==> src/cstn_pkg.sv <==
// Purpose: Shared constants for the charge safety timer and thermistor control register.
// Assumes: 25 MHz system clock; byte-wide register access port.
// Notes: Timer limits are held in minutes and converted to base ticks by the register block.
package cstn_pkg;
    // -------------------------------------------------------------------------
    // Register map
    // -------------------------------------------------------------------------
    localparam logic [7:0] REG_ADDR = 8'h07;
    localparam int BIT_HALF_RATE = 7;
    localparam int BIT_LIMIT_HI = 6;
    localparam int BIT_LIMIT_LO = 5;
    localparam int BIT_SPARE = 4;
    localparam int BIT_THERMISTOR_MONITOR_ENABLE = 3;
    localparam int BIT_FAULT_HI = 2;
    localparam int BIT_FAULT_LO = 1;
    localparam int BIT_HALF_CUR = 0;
    localparam logic RST_HALF_RATE = 1'b1;
    localparam logic [1:0] RST_LIMIT = 2'h0;
    localparam logic RST_SPARE = 1'b1;
    localparam logic RST_THERMISTOR_MONITOR_ENABLE = 1'b1;
    localparam logic RST_HALF_CUR = 1'b0;

    // -------------------------------------------------------------------------
    // Time limit codes and values
    // -------------------------------------------------------------------------
    typedef enum logic [1:0] {
        LIM_27MIN = 2'h0,
        LIM_6H = 2'h1,
        LIM_9H = 2'h2,
        LIM_OFF = 2'h3
    } cstn_limit_t;
    localparam int LIMIT_27_MIN = 27;
    localparam int LIMIT_6_HOUR_MIN = 360;
    localparam int LIMIT_9_HOUR_MIN = 540;

    // Thermistor fault codes.
    localparam logic [1:0] TS_NORMAL = 2'h0;
    localparam logic [1:0] TS_SUSPEND = 2'h1;
    localparam logic [1:0] TS_COOL = 2'h2;
    localparam logic [1:0] TS_WARM = 2'h3;
    localparam int WARM_DROP_MV = 140;

    // -------------------------------------------------------------------------
    // Timing
    // -------------------------------------------------------------------------
    localparam int CLK_HZ = 25000000;
    localparam int TICK_US = 1000000;
    localparam int TICK_CYCLES = CLK_HZ / 1000000 * TICK_US;
    localparam int TICKS_PER_MIN = 60;
    localparam int SYNC_STAGES = 3;
endpackage : cstn_pkg

==> src/cstn_ctrl.sv <==
// Purpose: Safety timer and thermistor control/status register with timer control.
// Assumes: Byte register port with write strobe; throttle inputs are asynchronous.
// Notes: Bits 2:1 read the live thermistor fault code and ignore writes.
//
// Notes on behaviour
// - reset value 1001_1, bits 2:1 from status, bit 0 clear
// - slow bit halves timer rate
// - half rate only under listed throttle conditions
// - slow bit zero keeps normal timer rate
// - limit field selects 27m, 6h, 9h, off
// - thermistor enable bit switches monitoring
// - fault field reports thermistor band code
// - warm band lowers voltage target 140 mV
// - half-current bit halves charge current
`timescale 1ns/1ps
`default_nettype none
module cstn_ctrl #(
    parameter int TICK_CYCLES = cstn_pkg::TICK_CYCLES,
    parameter int CNT_W = 16
) (
    input wire logic i_clk_sys,
    input wire logic i_srst,
    input wire logic i_ce,
    input wire logic [7:0] i_addr,
    input wire logic i_wr,
    input wire logic [7:0] i_wdata,
    output logic [7:0] o_rdata,
    input wire logic i_charging,
    input wire logic i_input_current_limit,
    input wire logic i_input_voltage_regulation,
    input wire logic i_thermal_regulation,
    input wire logic i_battery_short_condition,
    input wire logic [1:0] i_thermistor_band,
    output logic o_thermistor_monitor_enable,
    output logic o_half_current_enable,
    output logic o_voltage_drop_140mv,
    output logic o_timer_expired,
    output logic o_timer_half_rate
);
    // -------------------------------------------------------------------------
    // Register bits
    // -------------------------------------------------------------------------
    logic timer_half_rate_enable_q;
    logic [1:0] limit_q;
    logic spare_q;
    logic thermistor_monitor_enable_q;
    logic half_current_enable_q;
    logic [1:0] fault_q;
    logic wr_hit;

    // Both the write decode and the read mux use this one address match.
    function automatic logic reg_hit(input logic [7:0] addr);
        reg_hit = (addr == cstn_pkg::REG_ADDR);
    endfunction : reg_hit

    // The spare bit is plain storage and reads back whatever was written.
    assign wr_hit = i_ce && i_wr && reg_hit(i_addr);

    always_ff @(posedge i_clk_sys) begin
        if (i_srst) begin
            timer_half_rate_enable_q <= cstn_pkg::RST_HALF_RATE;
            limit_q <= cstn_pkg::RST_LIMIT;
            spare_q <= cstn_pkg::RST_SPARE;
            thermistor_monitor_enable_q <= cstn_pkg::RST_THERMISTOR_MONITOR_ENABLE;
            half_current_enable_q <= cstn_pkg::RST_HALF_CUR;
        end else if (wr_hit) begin
            timer_half_rate_enable_q <= i_wdata[cstn_pkg::BIT_HALF_RATE];
            limit_q <= {i_wdata[cstn_pkg::BIT_LIMIT_HI], i_wdata[cstn_pkg::BIT_LIMIT_LO]};
            spare_q <= i_wdata[cstn_pkg::BIT_SPARE];
            thermistor_monitor_enable_q <= i_wdata[cstn_pkg::BIT_THERMISTOR_MONITOR_ENABLE];
            half_current_enable_q <= i_wdata[cstn_pkg::BIT_HALF_CUR];
        end
    end

    // -------------------------------------------------------------------------
    // Input synchronisers
    // -------------------------------------------------------------------------
    // Stage 1 feeds only stage 2; a change is accepted once stages 2 and 3 agree.
    localparam int NSYNC = 7;
    logic [NSYNC-1:0] raw;
    logic [NSYNC-1:0] s1_q;
    logic [NSYNC-1:0] s2_q;
    logic [NSYNC-1:0] s3_q;
    logic [NSYNC-1:0] clean_q;

    assign raw = {i_thermistor_band, i_battery_short_condition, i_thermal_regulation,
                  i_input_voltage_regulation, i_input_current_limit, i_charging};

    always_ff @(posedge i_clk_sys) begin
        if (i_srst) begin
            s1_q <= '0;
            s2_q <= '0;
            s3_q <= '0;
            clean_q <= '0;
        end else if (i_ce) begin
            s1_q <= raw;
            s2_q <= s1_q;
            s3_q <= s2_q;
            for (int k = 0; k < NSYNC; k++) begin
                if (s2_q[k] == s3_q[k]) begin
                    clean_q[k] <= s3_q[k];
                end
            end
        end
    end

    // -------------------------------------------------------------------------
    // Thermistor status and current/voltage outputs
    // -------------------------------------------------------------------------
    logic [1:0] band;
    logic charging_clean;
    logic [3:0] throttle_clean;

    // Each pin takes four enabled edges to its clean value; throttle levels move far slower.
    assign band = clean_q[6:5];
    assign charging_clean = clean_q[0];
    assign throttle_clean = clean_q[4:1];

    always_ff @(posedge i_clk_sys) begin
        if (i_srst) begin
            fault_q <= cstn_pkg::TS_NORMAL;
            o_voltage_drop_140mv <= 1'b0;
            o_half_current_enable <= 1'b0;
            o_thermistor_monitor_enable <= 1'b0;
        end else if (i_ce) begin
            // Monitoring off reports normal so a stale band cannot throttle charging.
            fault_q <= thermistor_monitor_enable_q ? band : cstn_pkg::TS_NORMAL;
            o_voltage_drop_140mv <= (fault_q == cstn_pkg::TS_WARM);
            o_half_current_enable <= half_current_enable_q;
            o_thermistor_monitor_enable <= thermistor_monitor_enable_q;
        end
    end

    // -------------------------------------------------------------------------
    // Read path
    // -------------------------------------------------------------------------
    always_ff @(posedge i_clk_sys) begin
        if (i_srst) begin
            o_rdata <= 8'h00;
        end else if (i_ce) begin
            // Bits 2:1 carry the live fault code, so writes to them are dropped.
            if (reg_hit(i_addr)) begin
                o_rdata <= {timer_half_rate_enable_q, limit_q, spare_q,
                            thermistor_monitor_enable_q, fault_q, half_current_enable_q};
            end else begin
                // Unmapped addresses read as zero so a probe cannot alias this register.
                o_rdata <= 8'h00;
            end
        end
    end

    // -------------------------------------------------------------------------
    // Safety timer control
    // -------------------------------------------------------------------------
    function automatic logic [CNT_W-1:0] limit_ticks(input logic [1:0] code);
        case (code)
            cstn_pkg::LIM_27MIN: limit_ticks = CNT_W'(cstn_pkg::LIMIT_27_MIN * cstn_pkg::TICKS_PER_MIN);
            cstn_pkg::LIM_6H: limit_ticks = CNT_W'(cstn_pkg::LIMIT_6_HOUR_MIN * cstn_pkg::TICKS_PER_MIN);
            cstn_pkg::LIM_9H: limit_ticks = CNT_W'(cstn_pkg::LIMIT_9_HOUR_MIN * cstn_pkg::TICKS_PER_MIN);
            default: limit_ticks = '0;
        endcase
    endfunction : limit_ticks

    logic [31:0] pre_q;
    logic step;
    logic throttled;
    logic half;
    logic run;
    logic expired;
    logic [CNT_W-1:0] limit_cnt;

    assign step = (pre_q == 32'(TICK_CYCLES - 1));

    // The prescaler runs freely, so the first tick after a start can come up to one
    // tick early; against limits of many minutes that error is negligible.
    // It wraps only on an enabled edge, so a low enable holds its phase.
    always_ff @(posedge i_clk_sys) begin
        if (i_srst) begin
            pre_q <= '0;
        end else if (i_ce) begin
            if (step) begin
                pre_q <= '0;
            end else begin
                pre_q <= pre_q + 32'h1;
            end
        end
    end

    assign throttled = (|throttle_clean)
                       || half_current_enable_q || (fault_q == cstn_pkg::TS_COOL);
    assign half = timer_half_rate_enable_q && throttled;
    assign run = charging_clean && (limit_q != cstn_pkg::LIM_OFF);
    assign limit_cnt = limit_ticks(limit_q);

    cstn_timer #(
        .CNT_W(CNT_W)
    ) u_timer (
        .i_clk_sys(i_clk_sys),
        .i_srst(i_srst),
        .i_ce(i_ce),
        .i_run(run),
        .i_step(step && i_ce),
        .i_half(half),
        .i_limit(limit_cnt),
        .o_expired(expired)
    );

    // -------------------------------------------------------------------------
    // Registered timer outputs
    // -------------------------------------------------------------------------
    // These sit one edge behind the timer so every output leaves a flip-flop.
    always_ff @(posedge i_clk_sys) begin
        if (i_srst) begin
            o_timer_expired <= 1'b0;
            o_timer_half_rate <= 1'b0;
        end else if (i_ce) begin
            o_timer_expired <= expired;
            o_timer_half_rate <= half;
        end
    end
endmodule : cstn_ctrl
`default_nettype wire

==> src/cstn_timer.sv <==
// Purpose: Fast-charge safety timer counting base ticks up to a limit.
// Assumes: Tick is a one-cycle pulse; enable gates both tick and state.
// Notes: Count width fits 540 minutes of one-second ticks.
`timescale 1ns/1ps
`default_nettype none
module cstn_timer #(
    parameter int CNT_W = 16
) (
    input wire logic i_clk_sys,
    input wire logic i_srst,
    input wire logic i_ce,
    input wire logic i_run,
    input wire logic i_step,
    input wire logic i_half,
    input wire logic [CNT_W-1:0] i_limit,
    output logic o_expired
);
    logic [CNT_W-1:0] count_q;
    logic phase_q;
    logic advance;

    // Half rate lets only every other tick through.
    assign advance = i_step && (!i_half || phase_q);

    always_ff @(posedge i_clk_sys) begin
        if (i_srst) begin
            phase_q <= 1'b0;
        end else if (i_ce) begin
            if (!i_run) begin
                phase_q <= 1'b0;
            end else if (i_step && i_half) begin
                phase_q <= !phase_q;
            end
        end
    end

    always_ff @(posedge i_clk_sys) begin
        if (i_srst) begin
            count_q <= '0;
            o_expired <= 1'b0;
        end else if (i_ce && !i_run) begin
            count_q <= '0;
            o_expired <= 1'b0;
        end else if (i_ce) begin
            if (advance && count_q < i_limit) begin
                count_q <= count_q + 1'b1;
            end
            o_expired <= (count_q >= i_limit);
        end
    end
endmodule : cstn_timer
`default_nettype wire

==> config.mk <==
export PLATFORM = sky130hd
export DESIGN_NAME = cstn_ctrl
export DESIGN_NICKNAME = d
export VERILOG_FILES = /design/src/cstn_pkg.sv /design/src/cstn_ctrl.sv /design/src/cstn_timer.sv
export SDC_FILE = /design/constraint.sdc
export NUM_CORES = 1
export LEC_CHECK = 0
export BUFFER_PORTS_ARGS = -buffer_cell sky130_fd_sc_hd__buf_2
export CELL_PAD_IN_SITES_DETAIL_PLACEMENT = 1
export CELL_PAD_IN_SITES_GLOBAL_PLACEMENT = 2
export CORE_UTILIZATION = 25
export CTS_BUF_LIST = sky130_fd_sc_hd__clkbuf_2
export CTS_CLUSTER_DIAMETER = 200
export CTS_CLUSTER_SIZE = 40
export DETAILED_ROUTE_END_ITERATION = 6
export HOLD_SLACK_MARGIN = 0.06
export PLACE_DENSITY = 0.55
export SETUP_SLACK_MARGIN = 0.05
export SLEW_MARGIN = 30
export SYNTH_ARGS = -nofsm -noshare
export SYNTH_HDL_FRONTEND = slang
export SYNTH_SLANG_ARGS = --single-unit
==> constraint.sdc <==
create_clock -name i_clk_sys -period 7.16 [get_ports i_clk_sys]
set_input_delay 0.716 -clock i_clk_sys [delete_from_list [all_inputs] [get_ports i_clk_sys]]
set_output_delay 0.716 -clock i_clk_sys [all_outputs]
set_load 0.005 [all_outputs]
==> key figures <==
Floorplan
  – Starting Density: 25.6%
  – Row count: 49
  – Die Height: 138 um
  – DIE AREA: 0.0190 mm^2
  – Die W: 138 um
  – Core area: 0.0180 mm^2
  – # IOs: 40

Placed design
  – Place WS: 3.58 ns
  – Placed Area: 0.00505 mm^2
  – I/O Buffers: 37
  – Post-DP HPWL: 8240 um
  – GPL Wtd Cong: 0.687

Yosys
  – Syn Std Cell Area: 0.00461 mm^2
  – Syn Area/Cell: 8.64 um^2
  – Ys Warns: 0
  – Syn Inst Count: 534
  – #FFs+latches synth: 99
  – Sequential share of the synthesized area: 43.0%
  – Synth cell types: 42
  – Syn Nets: 582

Power and ir drop
  – Tot Pwr: 886 uW
  – Leak: 0.00194 uW
  – PwrDens: 171 mW/mm^2
  – Peak VDD IR: 0.0000775 V

Route
  – Drt wl/cell: 14.8 um
  – Drt via density: 4.85
  – Post-DRT Antenna Nets: 0
  – Drt total wl: 11800 um
  – Vias: 3871
  – Remaining DRCs: 0
  – 1st-pass router iterations: 4
  – Starting DRT DRC Count: 132

Clock tree
  – Maximum root-to-sink buffer count: 2
  – CTS buffer count: 9
  – Gates resized, CTS repair: 0
  – CTS H-tree depth: 3
  – Clock Sinks: 99
  – Reg clk slew, reported paths: 0.32 ns
  – Post-CTS Setup Repair Bufs: 0
  – CTS tree: done
  – CTS Root Cell: clkbuf_2
  – CTS hold repair buffers: 0
  – Clk Latency, worst-skew pair: 0.62 ns

GRT
  – Total GRT Usage: 13.4%
  – First-pass GRT wire length: 19500 um
  – Pin count of the biggest net entering global routing: 50
  – Vias in the first global route: 3834
  – Overflow after GRT: 0
  – Initial antenna violation count: 0

Finish
  – Syn-to-layout area delta: 12.3%
  – Filler cell count: 2168
  – N_diodes: 0
  – Final non-filler cell area: 0.00518 mm^2
  – Share of cells above drive strength 1: 11.1%
  – Nets: 612

Worst setup path
  – Crit Path Class: reg2reg
  – Critical Path RT: 7.72 ns
  – Critical path arrival: 3.54 ns
  – CP Launch Type: flip-flop
  – CP Capture Type: flip-flop
  – Crit path max fanout: 9

Outcome
  – Status: finished, final reports clean

STA
  – Minimum clock period: 2.98 ns
  – Post-Route Setup TNS: 0 ns
  – Setup ws final: 4.18 ns
  – # setup viols final: 0
  – Period utilisation layout: 41.6%
  – Final Max Slew Viols: 0
  – Setup Skew: 0.0254 ns
  – RSZ-0062 raised after global routing: no
  – Slew HR: 37.1%
  – Hold_ws: 0.289 ns
  – Fmax: 0.336 GHz
  – Final hold violation count: 0
  – Slew @ Worst Pin: 0.943 ns

Job
  – Max-cap viol count: 0

Worst hold path
  – HP Class: in2reg
final timing paths:
check	startpoint	endpoint	slack [ns]	depth (start not counted)
worst max-delay path	limit_q[1]	u_timer.count_q[10]	4.18	9
worst min-delay path	i_input_current_limit	s1_q[1]	0.29	3
worst max register to register	limit_q[1]	u_timer.count_q[10]	4.18	9
worst min register to register	o_rdata[1]	o_rdata[1]	0.48	2
power breakdown:
group	leakage, uW	switching (uW)	total [uW]	internal, uW
Sequential	0.000800	4.21	564	560
Combinational	0.00106	27.1	42.9	15.8
Clock	0.0000728	221	279	57.6
worst max-delay path, cell delays in order (launching register included):
cell and delay (ns):
dfxtp_1 0.57, inv_1 0.14, ha_1 0.31, inv_1 0.06
ha_1 0.29, and4b_1 0.22, and4_1 0.23, a221o_1 0.43
or4_4 0.56, mux2i_1 0.12
flip-flops by register name (all words and copies together) (netlist names), 2 cells and up:
| signal | cells |
|---|---|
| fault_q | 2 |
| limit_q | 2 |
| s1_q | 7 |
| s2_q | 7 |
| pre_q | 32 |
| u_timer.count_q | 16 |
| o_rdata | 8 |
| s3_q | 7 |
| clean_q | 7 |
cell usage after synthesis (all sizes together):
cell / number / area share, %
clkbuf: 22 / 1.8
nand3: 28 / 3.0
or4: 11 / 2.0
nand2: 53 / 4.3
o31a: 1 / 0.19
a211o: 1 / 0.19
and3: 8 / 1.1
dfxtp: 99 / 43
nand4b: 1 / 0.19
buf: 1 / 0.11
o21a: 1 / 0.16
or3: 10 / 1.4
xor2: 5 / 0.95
nor4b: 3 / 0.57
ha: 21 / 5.7
and4: 4 / 0.76
inv: 15 / 1.2
nand4: 11 / 1.5
a21boi: 1 / 0.16
nor2: 60 / 4.9
nor4: 7 / 1.1
a31oi: 3 / 0.41
o31ai: 4 / 0.65
a221o: 1 / 0.22
a21oi: 43 / 4.7
nor4bb: 1 / 0.22
and2: 8 / 1.1
mux2i: 36 / 7.8
nor3: 11 / 1.2
o21bai: 1 / 0.16
o221ai: 2 / 0.38
o21ai: 25 / 2.7
a41o: 3 / 0.65
a21o: 2 / 0.33
o311a: 1 / 0.22
a221oi: 2 / 0.38
xnor2: 16 / 3.0
nor2b: 3 / 0.41
and4b: 1 / 0.22
nand2b: 8 / 1.1
kinds of logic (layout without fill, tap and decap cells):
| logic type | count (synthesis) | in the layout | synth area share [%] |
|---|---|---|---|
| adder cells (fa/ha/maj) | 21 | 21 | 5.70 |
| multiplexers | 36 | 36 | 7.81 |
| flip-flops | 99 | 99 | 43.0 |
| AO/OA/AOI/OAI | 91 | 91 | 11.5 |
| buffers and inverters | 38 | 73 | 3.12 |
| AND/OR/NAND/NOR | 228 | 228 | 24.9 |
| XOR/XNOR | 21 | 21 | 3.99 |
layout make-up:
| type | count | area, um^2 | share of cell area [%] |
|---|---|---|---|
| Tap cell | 229 | 287 | 5.53 |
| Inverter | 15 | 56.3 | 1.09 |
| Multi-Input combinational cell | 397 | 2510 | 48.5 |
| Clock inverter | 7 | 73.8 | 1.43 |
| Timing Repair Buffer | 42 | 223 | 4.30 |
| Clock buffer | 9 | 45.0 | 0.870 |
| Sequential cell | 99 | 1980 | 38.3 |
layout by cell type, fill, tap and decap left out, drive strengths merged, types with 4 or more instances in the layout:
cell type / netlist / layout
buf: 1 / 42
nor2: 60 / 60
nand2: 53 / 53
clkbuf: 22 / 9
nor4: 7 / 7
xnor2: 16 / 16
inv: 15 / 17
ha: 21 / 21
or4: 11 / 11
o21ai: 25 / 25
nand2b: 8 / 8
nand3: 28 / 28
and4: 4 / 4
dfxtp: 99 / 99
or3: 10 / 10
clkinv: 0 / 5
and3: 8 / 8
mux2i: 36 / 36
nor3: 11 / 11
nand4: 11 / 11
o31ai: 4 / 4
a21oi: 43 / 43
and2: 8 / 8
xor2: 5 / 5
stage by stage:
step | util [%] | std cells
floorplan | - | 534
global placement | 28.0 | 782
detailed placement | 28.0 | 782
CTS | 28.7 | 798
global route | 28.7 | 798
finish | 28.7 | 798
per-layer routing:
layer | global-route usage [%] | vias up | routed length [um]
li1 | - | 1962 | -
met1 | 16.9 | 1865 | 5770
met2 | 22.5 | 35 | 5620
met3 | 2.94 | 9 | 300
met4 | 4.17 | 0 | 148
met5 | 0 | - | 0
No activity file was read; power rests on OpenSTA's default activity.
